===== src/rshr_pkg.sv =====
`default_nettype none
package rshr_pkg;
	// ==========================================================
	// sizes
	localparam int NUM_PORTS = 4;
	localparam int NUM_GRPS = 2;
	localparam int NUM_SLOTS = 4;
	// ==========================================================
	// tag identifiers
	localparam logic [15:0] ETYPE_RTAG = 16'hf1c1;
	localparam logic [15:0] ETYPE_CTAG = 16'h8100;
	localparam logic [15:0] ETYPE_STAG = 16'h88a8;
	// ==========================================================
	// register byte offsets
	localparam logic [7:0] OFS_COMMON = 8'h00;
	localparam logic [7:0] OFS_GRP_BASE = 8'h04;
	localparam logic [7:0] OFS_PORT_BASE = 8'h10;
	localparam logic [7:0] OFS_POP_CNT = 8'h20;
	localparam logic [7:0] OFS_PUSH_CNT = 8'h24;
	// ==========================================================
	// field positions
	localparam int COM_AWARE_BIT = 0;
	localparam int COM_UNIT_LSB = 8;
	localparam int COM_STATDIS_BIT = 16;
	localparam int GRP_TTL_LSB = 0;
	localparam int GRP_LRNHP_BIT = 8;
	localparam int GRP_MODE_BIT = 9;
	localparam int PRT_GRP_BIT = 0;
	localparam int PRT_HDR_BIT = 1;
	localparam int PRT_PAD_BIT = 2;
	localparam int PRT_MIRROR_BIT = 3;
	localparam int PRT_MISC_BIT = 4;
	// writable bits of the common, group and port registers
	localparam logic [31:0] COM_MASK = 32'h0001_1f01;
	localparam logic [31:0] GRP_MASK = 32'h0000_031f;
	localparam logic [31:0] PRT_MASK = 32'h0000_001f;
	// reset values
	localparam logic [31:0] COM_RESET = 32'h0000_0000;
	localparam logic [31:0] GRP_RESET = 32'h0000_0000;
	localparam logic [31:0] PRT_RESET = 32'h0000_0000;
	// ==========================================================
	// frame lengths and priorities
	localparam logic [6:0] MIN_LEN_PLAIN = 7'd64;
	localparam logic [6:0] MIN_LEN_PAD = 7'd76;
	localparam logic [2:0] QOS_HIGHEST = 3'h7;
	localparam logic [1:0] MAX_PUSH = 2'h3;
	// ==========================================================
	// forwarding modes
	localparam logic [2:0] FWD_LOOKUP = 3'h0;
	localparam logic [2:0] FWD_LOGICAL = 3'h1;
	localparam logic [2:0] MULTICAST_FORWARDING = 3'h2;
	localparam logic [2:0] FWD_GMIRROR = 3'h3;
	// ==========================================================
	typedef struct packed {
		logic valid;
		logic [1:0] port;
		logic [NUM_SLOTS-1:0][15:0] tag_type;
		logic avail;
		logic pop_ena;
		logic [1:0] push_sel;
		logic [1:0] pop_cnt;
		logic [1:0] push_cnt;
		logic [2:0] fwd_mode;
		logic learn_all;
		logic [2:0] qos;
	} rshr_desc_s;
	typedef struct packed {
		logic valid;
		logic [1:0] rtag_pos;
		logic [1:0] vlan_cnt;
		logic rtag_pop;
		logic rtag_keep;
		logic [2:0] rtag_out_pos;
		logic [1:0] rtag_push_pos;
		logic seq_replace;
		logic [1:0] vlan_push;
		logic hdr_insert;
		logic [4:0] ttl;
		logic [4:0] unit_id;
		logic [2:0] qos;
		logic [2:0] fwd_mode;
		logic misc_isdx;
		logic mirror_obey;
		logic egress_service_index_count_ena;
		logic [6:0] min_len;
	} rshr_res_s;
endpackage
`default_nettype wire


===== src/rshr_top.sv =====
// Behaviour
// - unaware: tag is ethertype, front VLANs parsed
// - find tag outer/middle/inner, three VLANs
// - position codes 0 none, 1..3 outer..inner
// - no pop unless front VLANs popped
// - unpopped tag stays unmodified
// - pop when possible, enabled and available
// - transparent tag innermost or stays put
// - push only after pop or absent tag
// - three pushes total, tag replaces VLAN
// - push position 1 outer 2 middle 3 inner
// - pop plus push replaces sequence number
// - configurable own unit identifier
// - per-port stacking header insert enable
// - padding gives 76 byte minimum, else 64
// - mirror tagging only front ports, gmirror
// - per-port misc field decode select
// - port picks one of two groups
// - learn-all priority forces qos seven
// - mode 0 translates logical/mc to lookup
//
// Added by the designer: the Wishbone interface to the registers and the placing of the registers.
`timescale 1ns/1ps
`default_nettype none
module rshr_top
	import rshr_pkg::*;
(
	input wire logic core_clk_in,
	input wire logic reset_in,
	input wire logic wb_cyc_in,
	input wire logic wb_stb_in,
	input wire logic wb_we_in,
	input wire logic [7:0] wb_adr_in,
	input wire logic [31:0] wb_dat_in,
	input wire logic [3:0] wb_sel_in,
	output logic [31:0] wb_dat_out,
	output logic wb_ack_out,
	input wire rshr_desc_s desc_in,
	output rshr_res_s res_out
);
	// ==========================================================
	// register file
	logic [31:0] common_reg;
	logic [31:0] grp_reg [NUM_GRPS];
	logic [31:0] port_reg [NUM_PORTS];
	logic [15:0] pop_count_reg;
	logic [15:0] push_count_reg;
	logic ack_reg;
	logic [31:0] rdata_reg;
	logic wb_take;
	logic wb_write;
	logic [31:0] rdata_next;

	function automatic logic [31:0] merge(input logic [31:0] old, input logic [31:0] dat,
			input logic [3:0] sel, input logic [31:0] msk);
		logic [31:0] m;
		m = {{8{sel[3]}}, {8{sel[2]}}, {8{sel[1]}}, {8{sel[0]}}} & msk;
		return (old & ~m) | (dat & m);
	endfunction

	assign wb_take = wb_cyc_in & wb_stb_in & ~ack_reg;
	// writes land on the edge that sees ack, while the master still holds its data
	assign wb_write = wb_cyc_in & wb_stb_in & wb_we_in & ack_reg;

	always_ff @(posedge core_clk_in or posedge reset_in) begin
		if (reset_in) begin
			ack_reg <= 1'b0;
		end else begin
			ack_reg <= wb_take;
		end
	end

	always_ff @(posedge core_clk_in or posedge reset_in) begin
		if (reset_in) begin
			common_reg <= COM_RESET;
		end else if (wb_write && wb_adr_in == OFS_COMMON) begin
			common_reg <= merge(common_reg, wb_dat_in, wb_sel_in, COM_MASK);
		end
	end

	genvar gi;
	generate
		for (gi = 0; gi < NUM_GRPS; gi++) begin : g_grp
			always_ff @(posedge core_clk_in or posedge reset_in) begin
				if (reset_in) begin
					grp_reg[gi] <= GRP_RESET;
				end else if (wb_write && wb_adr_in == OFS_GRP_BASE + 8'(4 * gi)) begin
					grp_reg[gi] <= merge(grp_reg[gi], wb_dat_in, wb_sel_in, GRP_MASK);
				end
			end
		end
		for (gi = 0; gi < NUM_PORTS; gi++) begin : g_port
			always_ff @(posedge core_clk_in or posedge reset_in) begin
				if (reset_in) begin
					port_reg[gi] <= PRT_RESET;
				end else if (wb_write && wb_adr_in == OFS_PORT_BASE + 8'(4 * gi)) begin
					port_reg[gi] <= merge(port_reg[gi], wb_dat_in, wb_sel_in, PRT_MASK);
				end
			end
		end
	endgenerate

	always_comb begin
		rdata_next = 32'h0000_0000;
		if (wb_adr_in == OFS_COMMON) begin
			rdata_next = common_reg;
		end
		if (wb_adr_in == OFS_POP_CNT) begin
			rdata_next = {16'h0000, pop_count_reg};
		end
		if (wb_adr_in == OFS_PUSH_CNT) begin
			rdata_next = {16'h0000, push_count_reg};
		end
		for (int i = 0; i < NUM_GRPS; i++) begin
			if (wb_adr_in == OFS_GRP_BASE + 8'(4 * i)) begin
				rdata_next = grp_reg[i];
			end
		end
		for (int i = 0; i < NUM_PORTS; i++) begin
			if (wb_adr_in == OFS_PORT_BASE + 8'(4 * i)) begin
				rdata_next = port_reg[i];
			end
		end
	end

	always_ff @(posedge core_clk_in or posedge reset_in) begin
		if (reset_in) begin
			rdata_reg <= 32'h0000_0000;
		end else if (wb_take && !wb_we_in) begin
			rdata_reg <= rdata_next;
		end
	end

	assign wb_ack_out = ack_reg;
	assign wb_dat_out = rdata_reg;

	// ==========================================================
	// configuration fields
	logic aware;
	logic stat_dis;
	logic [4:0] unit_id;
	logic [31:0] pcfg;
	logic [31:0] gcfg;

	assign aware = common_reg[COM_AWARE_BIT];
	assign stat_dis = common_reg[COM_STATDIS_BIT];
	assign unit_id = common_reg[COM_UNIT_LSB +: 5];
	assign pcfg = port_reg[desc_in.port];
	assign gcfg = grp_reg[pcfg[PRT_GRP_BIT]];

	// ==========================================================
	// tag parser
	logic [1:0] rpos;
	logic [1:0] vcnt;
	logic done;

	always_comb begin
		rpos = 2'h0;
		vcnt = 2'h0;
		done = 1'b0;
		for (int i = 0; i < NUM_SLOTS; i++) begin
			if (!done) begin
				if ((desc_in.tag_type[i] == ETYPE_CTAG || desc_in.tag_type[i] == ETYPE_STAG)
						&& vcnt < ((rpos != 2'h0) ? 2'h2 : 2'h3)) begin
					vcnt = vcnt + 2'h1;
				end else if (desc_in.tag_type[i] == ETYPE_RTAG && aware && rpos == 2'h0
						&& i < NUM_SLOTS - 1 && vcnt < 2'h3) begin
					rpos = 2'(i + 1);
				end else begin
					done = 1'b1;
				end
			end
		end
	end

	// ==========================================================
	// redundancy tag actions
	logic present;
	logic pop_possible;
	logic do_pop;
	logic do_push;
	logic keep;
	logic [2:0] out_pos;
	logic [1:0] vpush;
	logic [1:0] push_tot;

	assign present = rpos != 2'h0 && desc_in.avail;
	assign pop_possible = present && desc_in.pop_cnt >= rpos - 2'h1;
	assign do_pop = pop_possible && desc_in.pop_ena;
	assign do_push = desc_in.push_sel != 2'h0 && (do_pop || !desc_in.avail);
	assign keep = present && !do_pop;
	assign push_tot = (desc_in.push_cnt > MAX_PUSH) ? MAX_PUSH : desc_in.push_cnt;
	// pushed tag takes one of the pushed VLAN slots
	assign vpush = (do_push && push_tot != 2'h0) ? push_tot - 2'h1 : push_tot;

	always_comb begin
		out_pos = 3'h0;
		if (keep) begin
			if (pop_possible) begin
				out_pos = {1'b0, vpush} + 3'h1;
			end else begin
				out_pos = {1'b0, vpush} + {1'b0, rpos} - {1'b0, desc_in.pop_cnt};
			end
		end
	end

	// ==========================================================
	// stacking header fields
	logic hdr_ena;
	logic [2:0] fwd_next;
	logic [2:0] qos_next;

	assign hdr_ena = pcfg[PRT_HDR_BIT];

	always_comb begin
		fwd_next = desc_in.fwd_mode;
		if (!gcfg[GRP_MODE_BIT] && (desc_in.fwd_mode == FWD_LOGICAL ||
				desc_in.fwd_mode == MULTICAST_FORWARDING)) begin
			fwd_next = FWD_LOOKUP;
		end
	end

	assign qos_next = (gcfg[GRP_LRNHP_BIT] && desc_in.learn_all) ? QOS_HIGHEST : desc_in.qos;

	// ==========================================================
	// result register
	rshr_res_s res_reg;

	always_ff @(posedge core_clk_in or posedge reset_in) begin
		if (reset_in) begin
			res_reg <= '0;
		end else begin
			res_reg.valid <= desc_in.valid;
			res_reg.rtag_pos <= rpos;
			res_reg.vlan_cnt <= vcnt;
			res_reg.rtag_pop <= do_pop;
			res_reg.rtag_keep <= keep;
			res_reg.rtag_out_pos <= out_pos;
			res_reg.rtag_push_pos <= do_push ? desc_in.push_sel : 2'h0;
			res_reg.seq_replace <= do_pop && do_push;
			res_reg.vlan_push <= vpush;
			res_reg.hdr_insert <= hdr_ena;
			res_reg.ttl <= gcfg[GRP_TTL_LSB +: 5];
			res_reg.unit_id <= unit_id;
			res_reg.qos <= qos_next;
			res_reg.fwd_mode <= fwd_next;
			res_reg.misc_isdx <= pcfg[PRT_MISC_BIT];
			res_reg.mirror_obey <= !hdr_ena && desc_in.fwd_mode == FWD_GMIRROR
				&& pcfg[PRT_MIRROR_BIT];
			res_reg.egress_service_index_count_ena <= !(stat_dis && hdr_ena);
			res_reg.min_len <= pcfg[PRT_PAD_BIT] ? MIN_LEN_PAD : MIN_LEN_PLAIN;
		end
	end

	assign res_out = res_reg;

	// ==========================================================
	// activity counters
	always_ff @(posedge core_clk_in or posedge reset_in) begin
		if (reset_in) begin
			pop_count_reg <= 16'h0000;
		end else if (desc_in.valid && do_pop) begin
			pop_count_reg <= pop_count_reg + 16'h0001;
		end
	end

	always_ff @(posedge core_clk_in or posedge reset_in) begin
		if (reset_in) begin
			push_count_reg <= 16'h0000;
		end else if (desc_in.valid && do_push) begin
			push_count_reg <= push_count_reg + 16'h0001;
		end
	end

	// ==========================================================
	// assertions
	property p_no_pop_front;
		@(posedge core_clk_in) disable iff (reset_in)
		res_out.rtag_pop |-> res_out.rtag_pos != 2'h0
			&& $past(desc_in.pop_cnt) >= res_out.rtag_pos - 2'h1;
	endproperty
	a_no_pop_front: assert property (p_no_pop_front)
		else $error("tag popped with no tag present");

	property p_pop_front;
		@(posedge core_clk_in) disable iff (reset_in)
		desc_in.pop_ena && desc_in.avail && rpos == 2'h2 && desc_in.pop_cnt != 2'h0
			|=> res_out.rtag_pop;
	endproperty
	a_pop_front: assert property (p_pop_front)
		else $error("middle tag not popped although possible");

	property p_keep;
		@(posedge core_clk_in) disable iff (reset_in)
		res_out.rtag_keep |-> !res_out.rtag_pop && res_out.rtag_push_pos == 2'h0;
	endproperty
	a_keep: assert property (p_keep)
		else $error("kept tag also popped or pushed");

	property p_replace;
		@(posedge core_clk_in) disable iff (reset_in)
		res_out.seq_replace |-> res_out.rtag_pop && res_out.rtag_push_pos != 2'h0;
	endproperty
	a_replace: assert property (p_replace)
		else $error("sequence replace without pop and push");

	property p_pos_range;
		@(posedge core_clk_in) disable iff (reset_in)
		res_out.rtag_pos == 2'h3 |-> res_out.vlan_cnt == 2'h2;
	endproperty
	a_pos_range: assert property (p_pos_range)
		else $error("inner position without two vlan tags");

	property p_unaware;
		@(posedge core_clk_in) disable iff (reset_in)
		!aware |=> res_out.rtag_pos == 2'h0;
	endproperty
	a_unaware: assert property (p_unaware)
		else $error("tag located while awareness is off");

	property p_pad;
		@(posedge core_clk_in) disable iff (reset_in)
		pcfg[PRT_PAD_BIT] |=> res_out.min_len == MIN_LEN_PAD;
	endproperty
	a_pad: assert property (p_pad)
		else $error("padded port minimum length wrong");

	property p_qos;
		@(posedge core_clk_in) disable iff (reset_in)
		gcfg[GRP_LRNHP_BIT] && desc_in.learn_all |=> res_out.qos == QOS_HIGHEST;
	endproperty
	a_qos: assert property (p_qos)
		else $error("learn-all frame not raised to top priority");

	property p_translate;
		@(posedge core_clk_in) disable iff (reset_in)
		!gcfg[GRP_MODE_BIT] && desc_in.fwd_mode == MULTICAST_FORWARDING |=> res_out.fwd_mode == FWD_LOOKUP;
	endproperty
	a_translate: assert property (p_translate)
		else $error("multicast mode not translated");

	property p_count;
		@(posedge core_clk_in) disable iff (reset_in)
		stat_dis && hdr_ena |=> !res_out.egress_service_index_count_ena;
	endproperty
	a_count: assert property (p_count)
		else $error("service counting not suppressed");

	property p_mirror;
		@(posedge core_clk_in) disable iff (reset_in)
		hdr_ena |=> !res_out.mirror_obey;
	endproperty
	a_mirror: assert property (p_mirror)
		else $error("mirror tagging active on stacking port");

	property p_push_needs_pop;
		@(posedge core_clk_in) disable iff (reset_in)
		res_out.rtag_push_pos != 2'h0 |-> res_out.rtag_pop || !$past(desc_in.avail);
	endproperty
	a_push_needs_pop: assert property (p_push_needs_pop)
		else $error("tag pushed while the ingress tag stays");

	property p_keep_pos;
		@(posedge core_clk_in) disable iff (reset_in)
		res_out.rtag_keep |-> res_out.rtag_out_pos != 3'h0;
	endproperty
	a_keep_pos: assert property (p_keep_pos)
		else $error("kept tag given no egress position");

	property p_plain_len;
		@(posedge core_clk_in) disable iff (reset_in)
		!pcfg[PRT_PAD_BIT] |=> res_out.min_len == MIN_LEN_PLAIN;
	endproperty
	a_plain_len: assert property (p_plain_len)
		else $error("unpadded port minimum length wrong");

	property p_ack;
		@(posedge core_clk_in) disable iff (reset_in)
		wb_cyc_in && wb_stb_in && !wb_ack_out |=> wb_ack_out ##1 !wb_ack_out;
	endproperty
	a_ack: assert property (p_ack)
		else $error("bus answer not a single cycle after request");
endmodule
`default_nettype wire


===== config.mk =====
export PLATFORM = sky130hd
export DESIGN_NAME = rshr_top
export DESIGN_NICKNAME = d
export VERILOG_FILES = /design/src/rshr_pkg.sv /design/src/rshr_top.sv
export SDC_FILE = /design/constraint.sdc
export NUM_CORES = 1
export LEC_CHECK = 0
export ABC_CLOCK_PERIOD_IN_PS = 10000
export BUFFER_PORTS_ARGS = -buffer_cell sky130_fd_sc_hd__buf_2
export CAP_MARGIN = 5
export CORE_UTILIZATION = 30
export DETAILED_ROUTE_END_ITERATION = 8
export PLACE_DENSITY = 0.57
export SETUP_SLACK_MARGIN = 0.02
export SLEW_MARGIN = 20
export SYNTH_ARGS = -nofsm -noshare
export SYNTH_HDL_FRONTEND = slang
export SYNTH_SLANG_ARGS = --single-unit

===== constraint.sdc =====
create_clock -name core_clk_in -period 10 [get_ports core_clk_in]
set_input_delay 0.5 -clock core_clk_in [delete_from_list [all_inputs] [get_ports core_clk_in]]
set_output_delay 0.5 -clock core_clk_in [all_outputs]
set_load 0.03 [all_outputs]

==> impl_metrics.toml, run 1 <==
[worst_setup_path]
crit_path_start = "desc_in[34]"
crit_path_end_kind = "register"
required_ns = 10.30
crit_fanout = 7
start_kind = "primary input"
cp.arrival_ns = 6.83
worstSetupPathType = "in -> reg"

[finish]
nets = 874
num_antenna_cells = 0
drive_above_1_share = 0.361
syn2layout_area_growth_pct = 25.6
fin_util = 0.387
fin_cells = 1015

[synth]
ys_ff_latch = 128
yosys_warnings = 0
synth-seq-area-share = 0.510
synth_edf_count = 0
syn_avg_cell_area_um2 = 11.1
netlist_area_um2 = 6280
yosys.cell_types.count = 60
async_reset_ff_frac = 1.00
syn_inst = 563
ys.flop_type = "dfrtp_1"

[pwr]
power_frac_seq = 0.445
leakagePower_uw = 0.00387
p_int_uw = 934
p_per_area_nw_per_um2 = 157
switching_power_uw = 300
comb_power_share = 0.084
max-vdd-ir-drop_uv = 104
clkPwrFrac = 0.470
swShare = 0.243

[routing]
first_pass_iters = 4
wl_per_cell_um = 15.4
wl_met2_um = 7670
final_antenna_net_count = 0
vias = 4930
route.detailed.drc = 0
met3_length_um = 902
highest_layer = "met4"
first_iter_violations = 251
wl_met1_um = 6890
wirelength_um = 15600
via_per_inst = 4.86

[cts]
cts_sinks = 128
clockBufferDepth = 2
cts_root_buf = "clkbuf_16"
postCtsSetupBuffers = 0
clk_pin_slew_ns = 0.06
cts_htree_levels = 4
clock_latency_ns = 0.42
cts-buffers-inserted = 17
ctsHoldBuffers = 0
cts_tree = "built"
post_cts_resized = 0

[global_route]
antenna_found_initial = 0
grt_pass1_wl_um = 25200
grt_max_degree = 69
grt_usage = 0.152
grt_pass1_vias = 4818
grt_overflow = 0

[sta]
timing.fmax_mhz = 153
setup_tns_ns = 0
hold_viol = 0
final-setup-viol-count = 0
tightest_slew_ns = 0.886
fin_crit_ns = 6.54
finalMaxSlewViolations = 0
rsz0062_at_grt = "no"
slew_headroom = 0.409
finalCritPeriodShare = 0.654
fin_worst_skew_ns = 0.00839

[placement]
hpwl_um = 11700
io_buffers = 164
gp_congestion = 0.790
dp.cells = 983

[floorplan]
fp.dieH_um = 147
io_pins = 206
die_w_um = 147
start_util = 0.308
dieArea_um2 = 21500
coreArea_um2 = 20400
rows = 52

[hold_path]
hold_path.class = "in -> async"

[flow_run]
maxCapViolCount = 0

[run_status]
outcome = "finished clean"
-- logic make-up (layout without fill, tap and decap cells) --
kind of cell / Yosys count / in the layout / share of synthesized area
compound gates: 85 / 85 / 0.0975
xor+xnor: 34 / 34 / 0.0474
fa+ha+maj: 11 / 11 / 0.0243
buf+inv: 61 / 225 / 0.0484
flops: 128 / 128 / 0.510
mux: 57 / 57 / 0.110
other cells: 2 / 20 / 0.00120
simple gates: 185 / 185 / 0.160
-- critical path, cell delays in order --
cell	delay, ns
buf_2	0.10
or4b_1	0.52
o32ai_1	0.14
nand4b_1	0.31
inv_1	0.13
ha_1	0.27
o21ai_1	0.25
inv_1	0.08
ha_1	0.20
nand4b_1	0.17
nor3_1	0.18
nand2_1	0.07
or4_4	0.46
o21ai_0	0.21
inv_1	0.09
ha_1	0.29
ha_1	0.28
a21oi_1	0.12
o31a_1	0.37
nor3_2	0.32
mux2i_1	0.20
fa_1	0.53
inv_1	0.05
fa_1	0.43
xor2_1	0.14
nor2_1	0.05
a2111oi_0	0.36
-- per-stage QoR --
stage / hold WS, ns / cell area [µm²] / power (µW) / worst slack, ns
after global placement: 0.388 / 7320 / 662 / 2.91
after CTS: 0.223 / 7880 / 1250 / 3.41
after detailed placement: 0.394 / 7320 / 664 / 2.95
after floorplan: 0.368 / 6340 / 622 / 3.77
after global routing: 0.228 / 7880 / 1290 / 2.95
final: 0.203 / 7880 / 1230 / 3.46
-- layout by cell type (no fill, tap or decap), types with 4 or more instances in the layout --
cell and instances:
a21oi_1 13, a22o_1 6, a22oi_1 20, and2_1 5, and3_1 8, buf_2 164
clkbuf_16 17, clkinv_2 4, conb_1 20, dfrtp_1 128, ha_1 9, inv_1 23
mux2_2 48, mux2i_1 4, mux4_2 5, nand2_1 47, nand2b_1 5, nand3_1 17
nand3b_1 5, nand4_1 10, nor2_1 33, nor2b_1 6, nor3_1 14, nor4_1 6
o21ai_0 17, or2_2 4, xnor2_1 25, xor2_1 9
-- cells in the mapped netlist (4+ instances only) --
cell,instances,area [µm²]
nand3b_1,5,37.5
buf_4,20,150
dfrtp_1,128,3200
mux4_2,5,113
ha_1,9,113
clkbuf_1,15,56.3
mux2i_1,4,40.0
nand4_1,10,62.6
nor4_1,6,37.5
mux2_2,48,541
inv_1,24,90.1
nor2_1,34,128
o21ai_0,17,85.1
and2_1,5,31.3
or2_2,4,25.0
xnor2_1,25,219
nand3_1,17,85.1
and3_1,8,50.1
nor3_1,14,70.1
a22oi_1,20,150
nand2_1,47,176
nor2b_1,6,37.5
nand2b_1,5,31.3
a22o_1,6,52.6
xor2_1,9,78.8
a21oi_1,13,65.1
-- path summary, 6_finish.rpt --
kind | endpoint | slack (ns) | cells past startpoint
worst max-delay path | res_out[34] | 3.46 | 27
worst min-delay path | res_out[13] | 0.20 | 2
worst max register to register | res_out[34] | 4.23 | 23
worst min register to register | res_out[19] | 0.41 | 0
max in group asynchronous | res_out[38] | 8.43 | 3
min in group core_clk_in | res_out[12] | 0.23 | 1
-- cell type report --
cell class / instances / area, µm²
sequential: 128 / 3200
clock inverter: 9 / 82.6
clock buffer: 23 / 478
inverter: 26 / 100
multi-input combinational: 392 / 2840
tap: 270 / 338
fill: 1998 / 12500
timing repair buffer: 167 / 843
-- routing by layer --
metal	global-route usage	up-vias
li1	-	2347
met3	0.0403	14
met4	0.0474	0
met5	0	-
met1	0.195	2395
met2	0.250	174
-- power groups by stage --
stage	registers, µW	clock network [µW]	logic, µW
6_report	550	580	104
5_1_grt	552	626	117
3_3_place_gp	558	0	104
4_1_cts	550	599	107
2_1_floorplan	563	0	59.2
3_5_place_dp	559	0	106
Power figures use the tool's default switching activity.
==> inputs of run 2 (changes only) <==
--- a/config.mk
+++ b/config.mk
@@ -5,7 +5,7 @@
 export SDC_FILE = /design/constraint.sdc
 export NUM_CORES = 1
 export LEC_CHECK = 0
-export ABC_CLOCK_PERIOD_IN_PS = 10000
+export ABC_CLOCK_PERIOD_IN_PS = 6200
 export BUFFER_PORTS_ARGS = -buffer_cell sky130_fd_sc_hd__buf_2
 export CAP_MARGIN = 5
 export CORE_UTILIZATION = 30
==> constraint.sdc (replaced) <==
create_clock -name core_clk_in -period 6.2 [get_ports core_clk_in]
set_input_delay 0.31 -clock core_clk_in [delete_from_list [all_inputs] [get_ports core_clk_in]]
set_output_delay 0.31 -clock core_clk_in [all_outputs]
set_load 0.03 [all_outputs]
==> run 2 against run 1 <==
Sequential share of layout area shrank 0.65 points. Clock skew is 0.0040 ns higher. Non-clock buffer count grew 9. Sequential power up 61%. First-iteration DRC count is 2.8% higher.
==> impl_metrics.toml, run 2 (synthesis results as in run 1) <==
[run_status]
outcome = "finished clean"

[cts]
post_cts_resized = 0
clock_latency_ns = 0.41
cts_root_buf = "clkbuf_16"
cts-buffers-inserted = 17
postCtsSetupBuffers = 0
cts_tree = "built"
clockBufferDepth = 2
ctsHoldBuffers = 0
clk_pin_slew_ns = 0.06
cts_htree_levels = 4
cts_sinks = 128

[placement]
gp_congestion = 0.792
io_buffers = 164
hpwl_um = 11800

[floorplan]
coreArea_um2 = 20400
io_pins = 206
dieArea_um2 = 21500
fp.dieH_um = 147
die_w_um = 147
rows = 52
start_util = 0.308

[routing]
vias = 4898
final_antenna_net_count = 0
first_pass_iters = 4
first_iter_violations = 258
via_per_inst = 4.78
wirelength_um = 15800
wl_per_cell_um = 15.5
route.detailed.drc = 0

[sta]
fin_crit_ns = 5.71
tightest_slew_ns = 0.828
final-setup-viol-count = 0
rsz0062_at_grt = "no"
fin_worst_skew_ns = 0.0124
finalMaxSlewViolations = 0
setup_tns_ns = 0
slew_headroom = 0.446
finalCritPeriodShare = 0.922
timing.fmax_mhz = 175
hold_viol = 0

[worst_setup_path]
worstReg2RegEnd = "res_out[34]"
path_buf_inv = 4
crit_path_end_kind = "register"
worstSetupPathDepth = 26
reg2reg_slack_ns = 0.95
endpoint = "res_out[34]"
worstSetupPathType = "in -> reg"
reg2regPathDepth = 21
crit_family = "simple AND/OR/NAND/NOR gates"
start_kind = "primary input"
cp.arrival_ns = 6.00
required_ns = 6.48
slowest_stage = "or4b_4"
cpMostUsedCell = "ha_1"
crit_fanout = 6
crit_path_start = "desc_in[26]"
cp_slowest_stage_delay_ns = 0.56

[finish]
fin_util = 0.393
syn2layout_area_growth_pct = 27.7
num_antenna_cells = 0
most-common-layout-cells = "164 x buf_2, 128 x dfrtp_1, 48 x mux2_2, 47 x nand2_1, 34 x nor2_1"
nets = 883
fillers = 2028
final_common_cell = "buf_2"
regArea_um2 = 3200
multi_input_area_um2 = 2840
drive_above_1_share = 0.371

[hold_path]
hold_path.class = "in -> reg"

[global_route]
grt_usage = 0.151
grt_pass1_vias = 4765
antenna_found_initial = 0
grt_max_degree = 69
grt_overflow = 0
grt_pass1_wl_um = 25000

[pwr]
p_per_area_nw_per_um2 = 262
max-vdd-ir-drop_uv = 160
leakagePower_uw = 0.00394

[flow_run]
maxCapViolCount = 0
-- run 2: cell types whose count changed in the layout (fill, tap and decap cells not counted) --
cell        before  now
buf_4            3   12
bufinv_16        1    3
clkbuf_1         3    0
clkinv_2         4    2
clkinv_4         1    3
clkinvlp_4       2    3
nor2_1          33   34
nor2_2           1    0
-- run 2: where the power goes --
part	leakage, µW	switching (µW)	total (µW)	internal, µW
clock network	0.000299	376	1040	666
registers	0.00173	25.3	885	860
logic	0.00191	103	170	66.5
total	0.00394	504	2100	1590
-- run 2: metal layers --
layer,vias to the layer above,global-route usage,wire length (µm)
met3,4,0.0441,912
met1,2372,0.188,7010
met2,166,0.257,7850
met5,-,0,0
li1,2356,-,-
met4,0,0.0359,65
-- run 2: final cells by class --
| class | count | share of cell area |
|---|---|---|
| Clock inverter | 12 | 0.0197 |
| Clock buffer | 20 | 0.0582 |
| Tap cell | 270 | 0.0422 |
| Inverter | 26 | 0.0125 |
| Sequential cell | 128 | 0.400 |
| Multi-Input combinational cell | 392 | 0.354 |
| Timing Repair Buffer | 176 | 0.114 |
-- run 2: worst min path at each step --
| stage | cells after the start | start | end |
|---|---|---|---|
| 6_report | 1 | desc_in[6] | res_out[12] |
| 4_1_cts | 1 | desc_in[6] | res_out[12] |
| 2_1_floorplan | 0 | desc_in[81] | res_out[41] |
| 3_5_place_dp | 0 | register | res_out[17] |
| 5_1_grt | 1 | desc_in[6] | res_out[12] |
| 3_3_place_gp | 0 | register | res_out[20] |
-- run 2: per-stage QoR --
step                      worst slack [ns]  instance area (µm²)  power, µW  hold slack, ns  instances
final                                0.485                 8010       2100          0.0457       1024
after global routing                 0.107                 8010       2180          0.0405       1024
after CTS                            0.394                 8010       2120          0.0353       1024
after detailed placement           -0.0280                 7390       1070           0.389        992
after global placement               0.139                 7390       1070           0.391        992
after floorplan                      0.159                 6340       1000           0.341        581
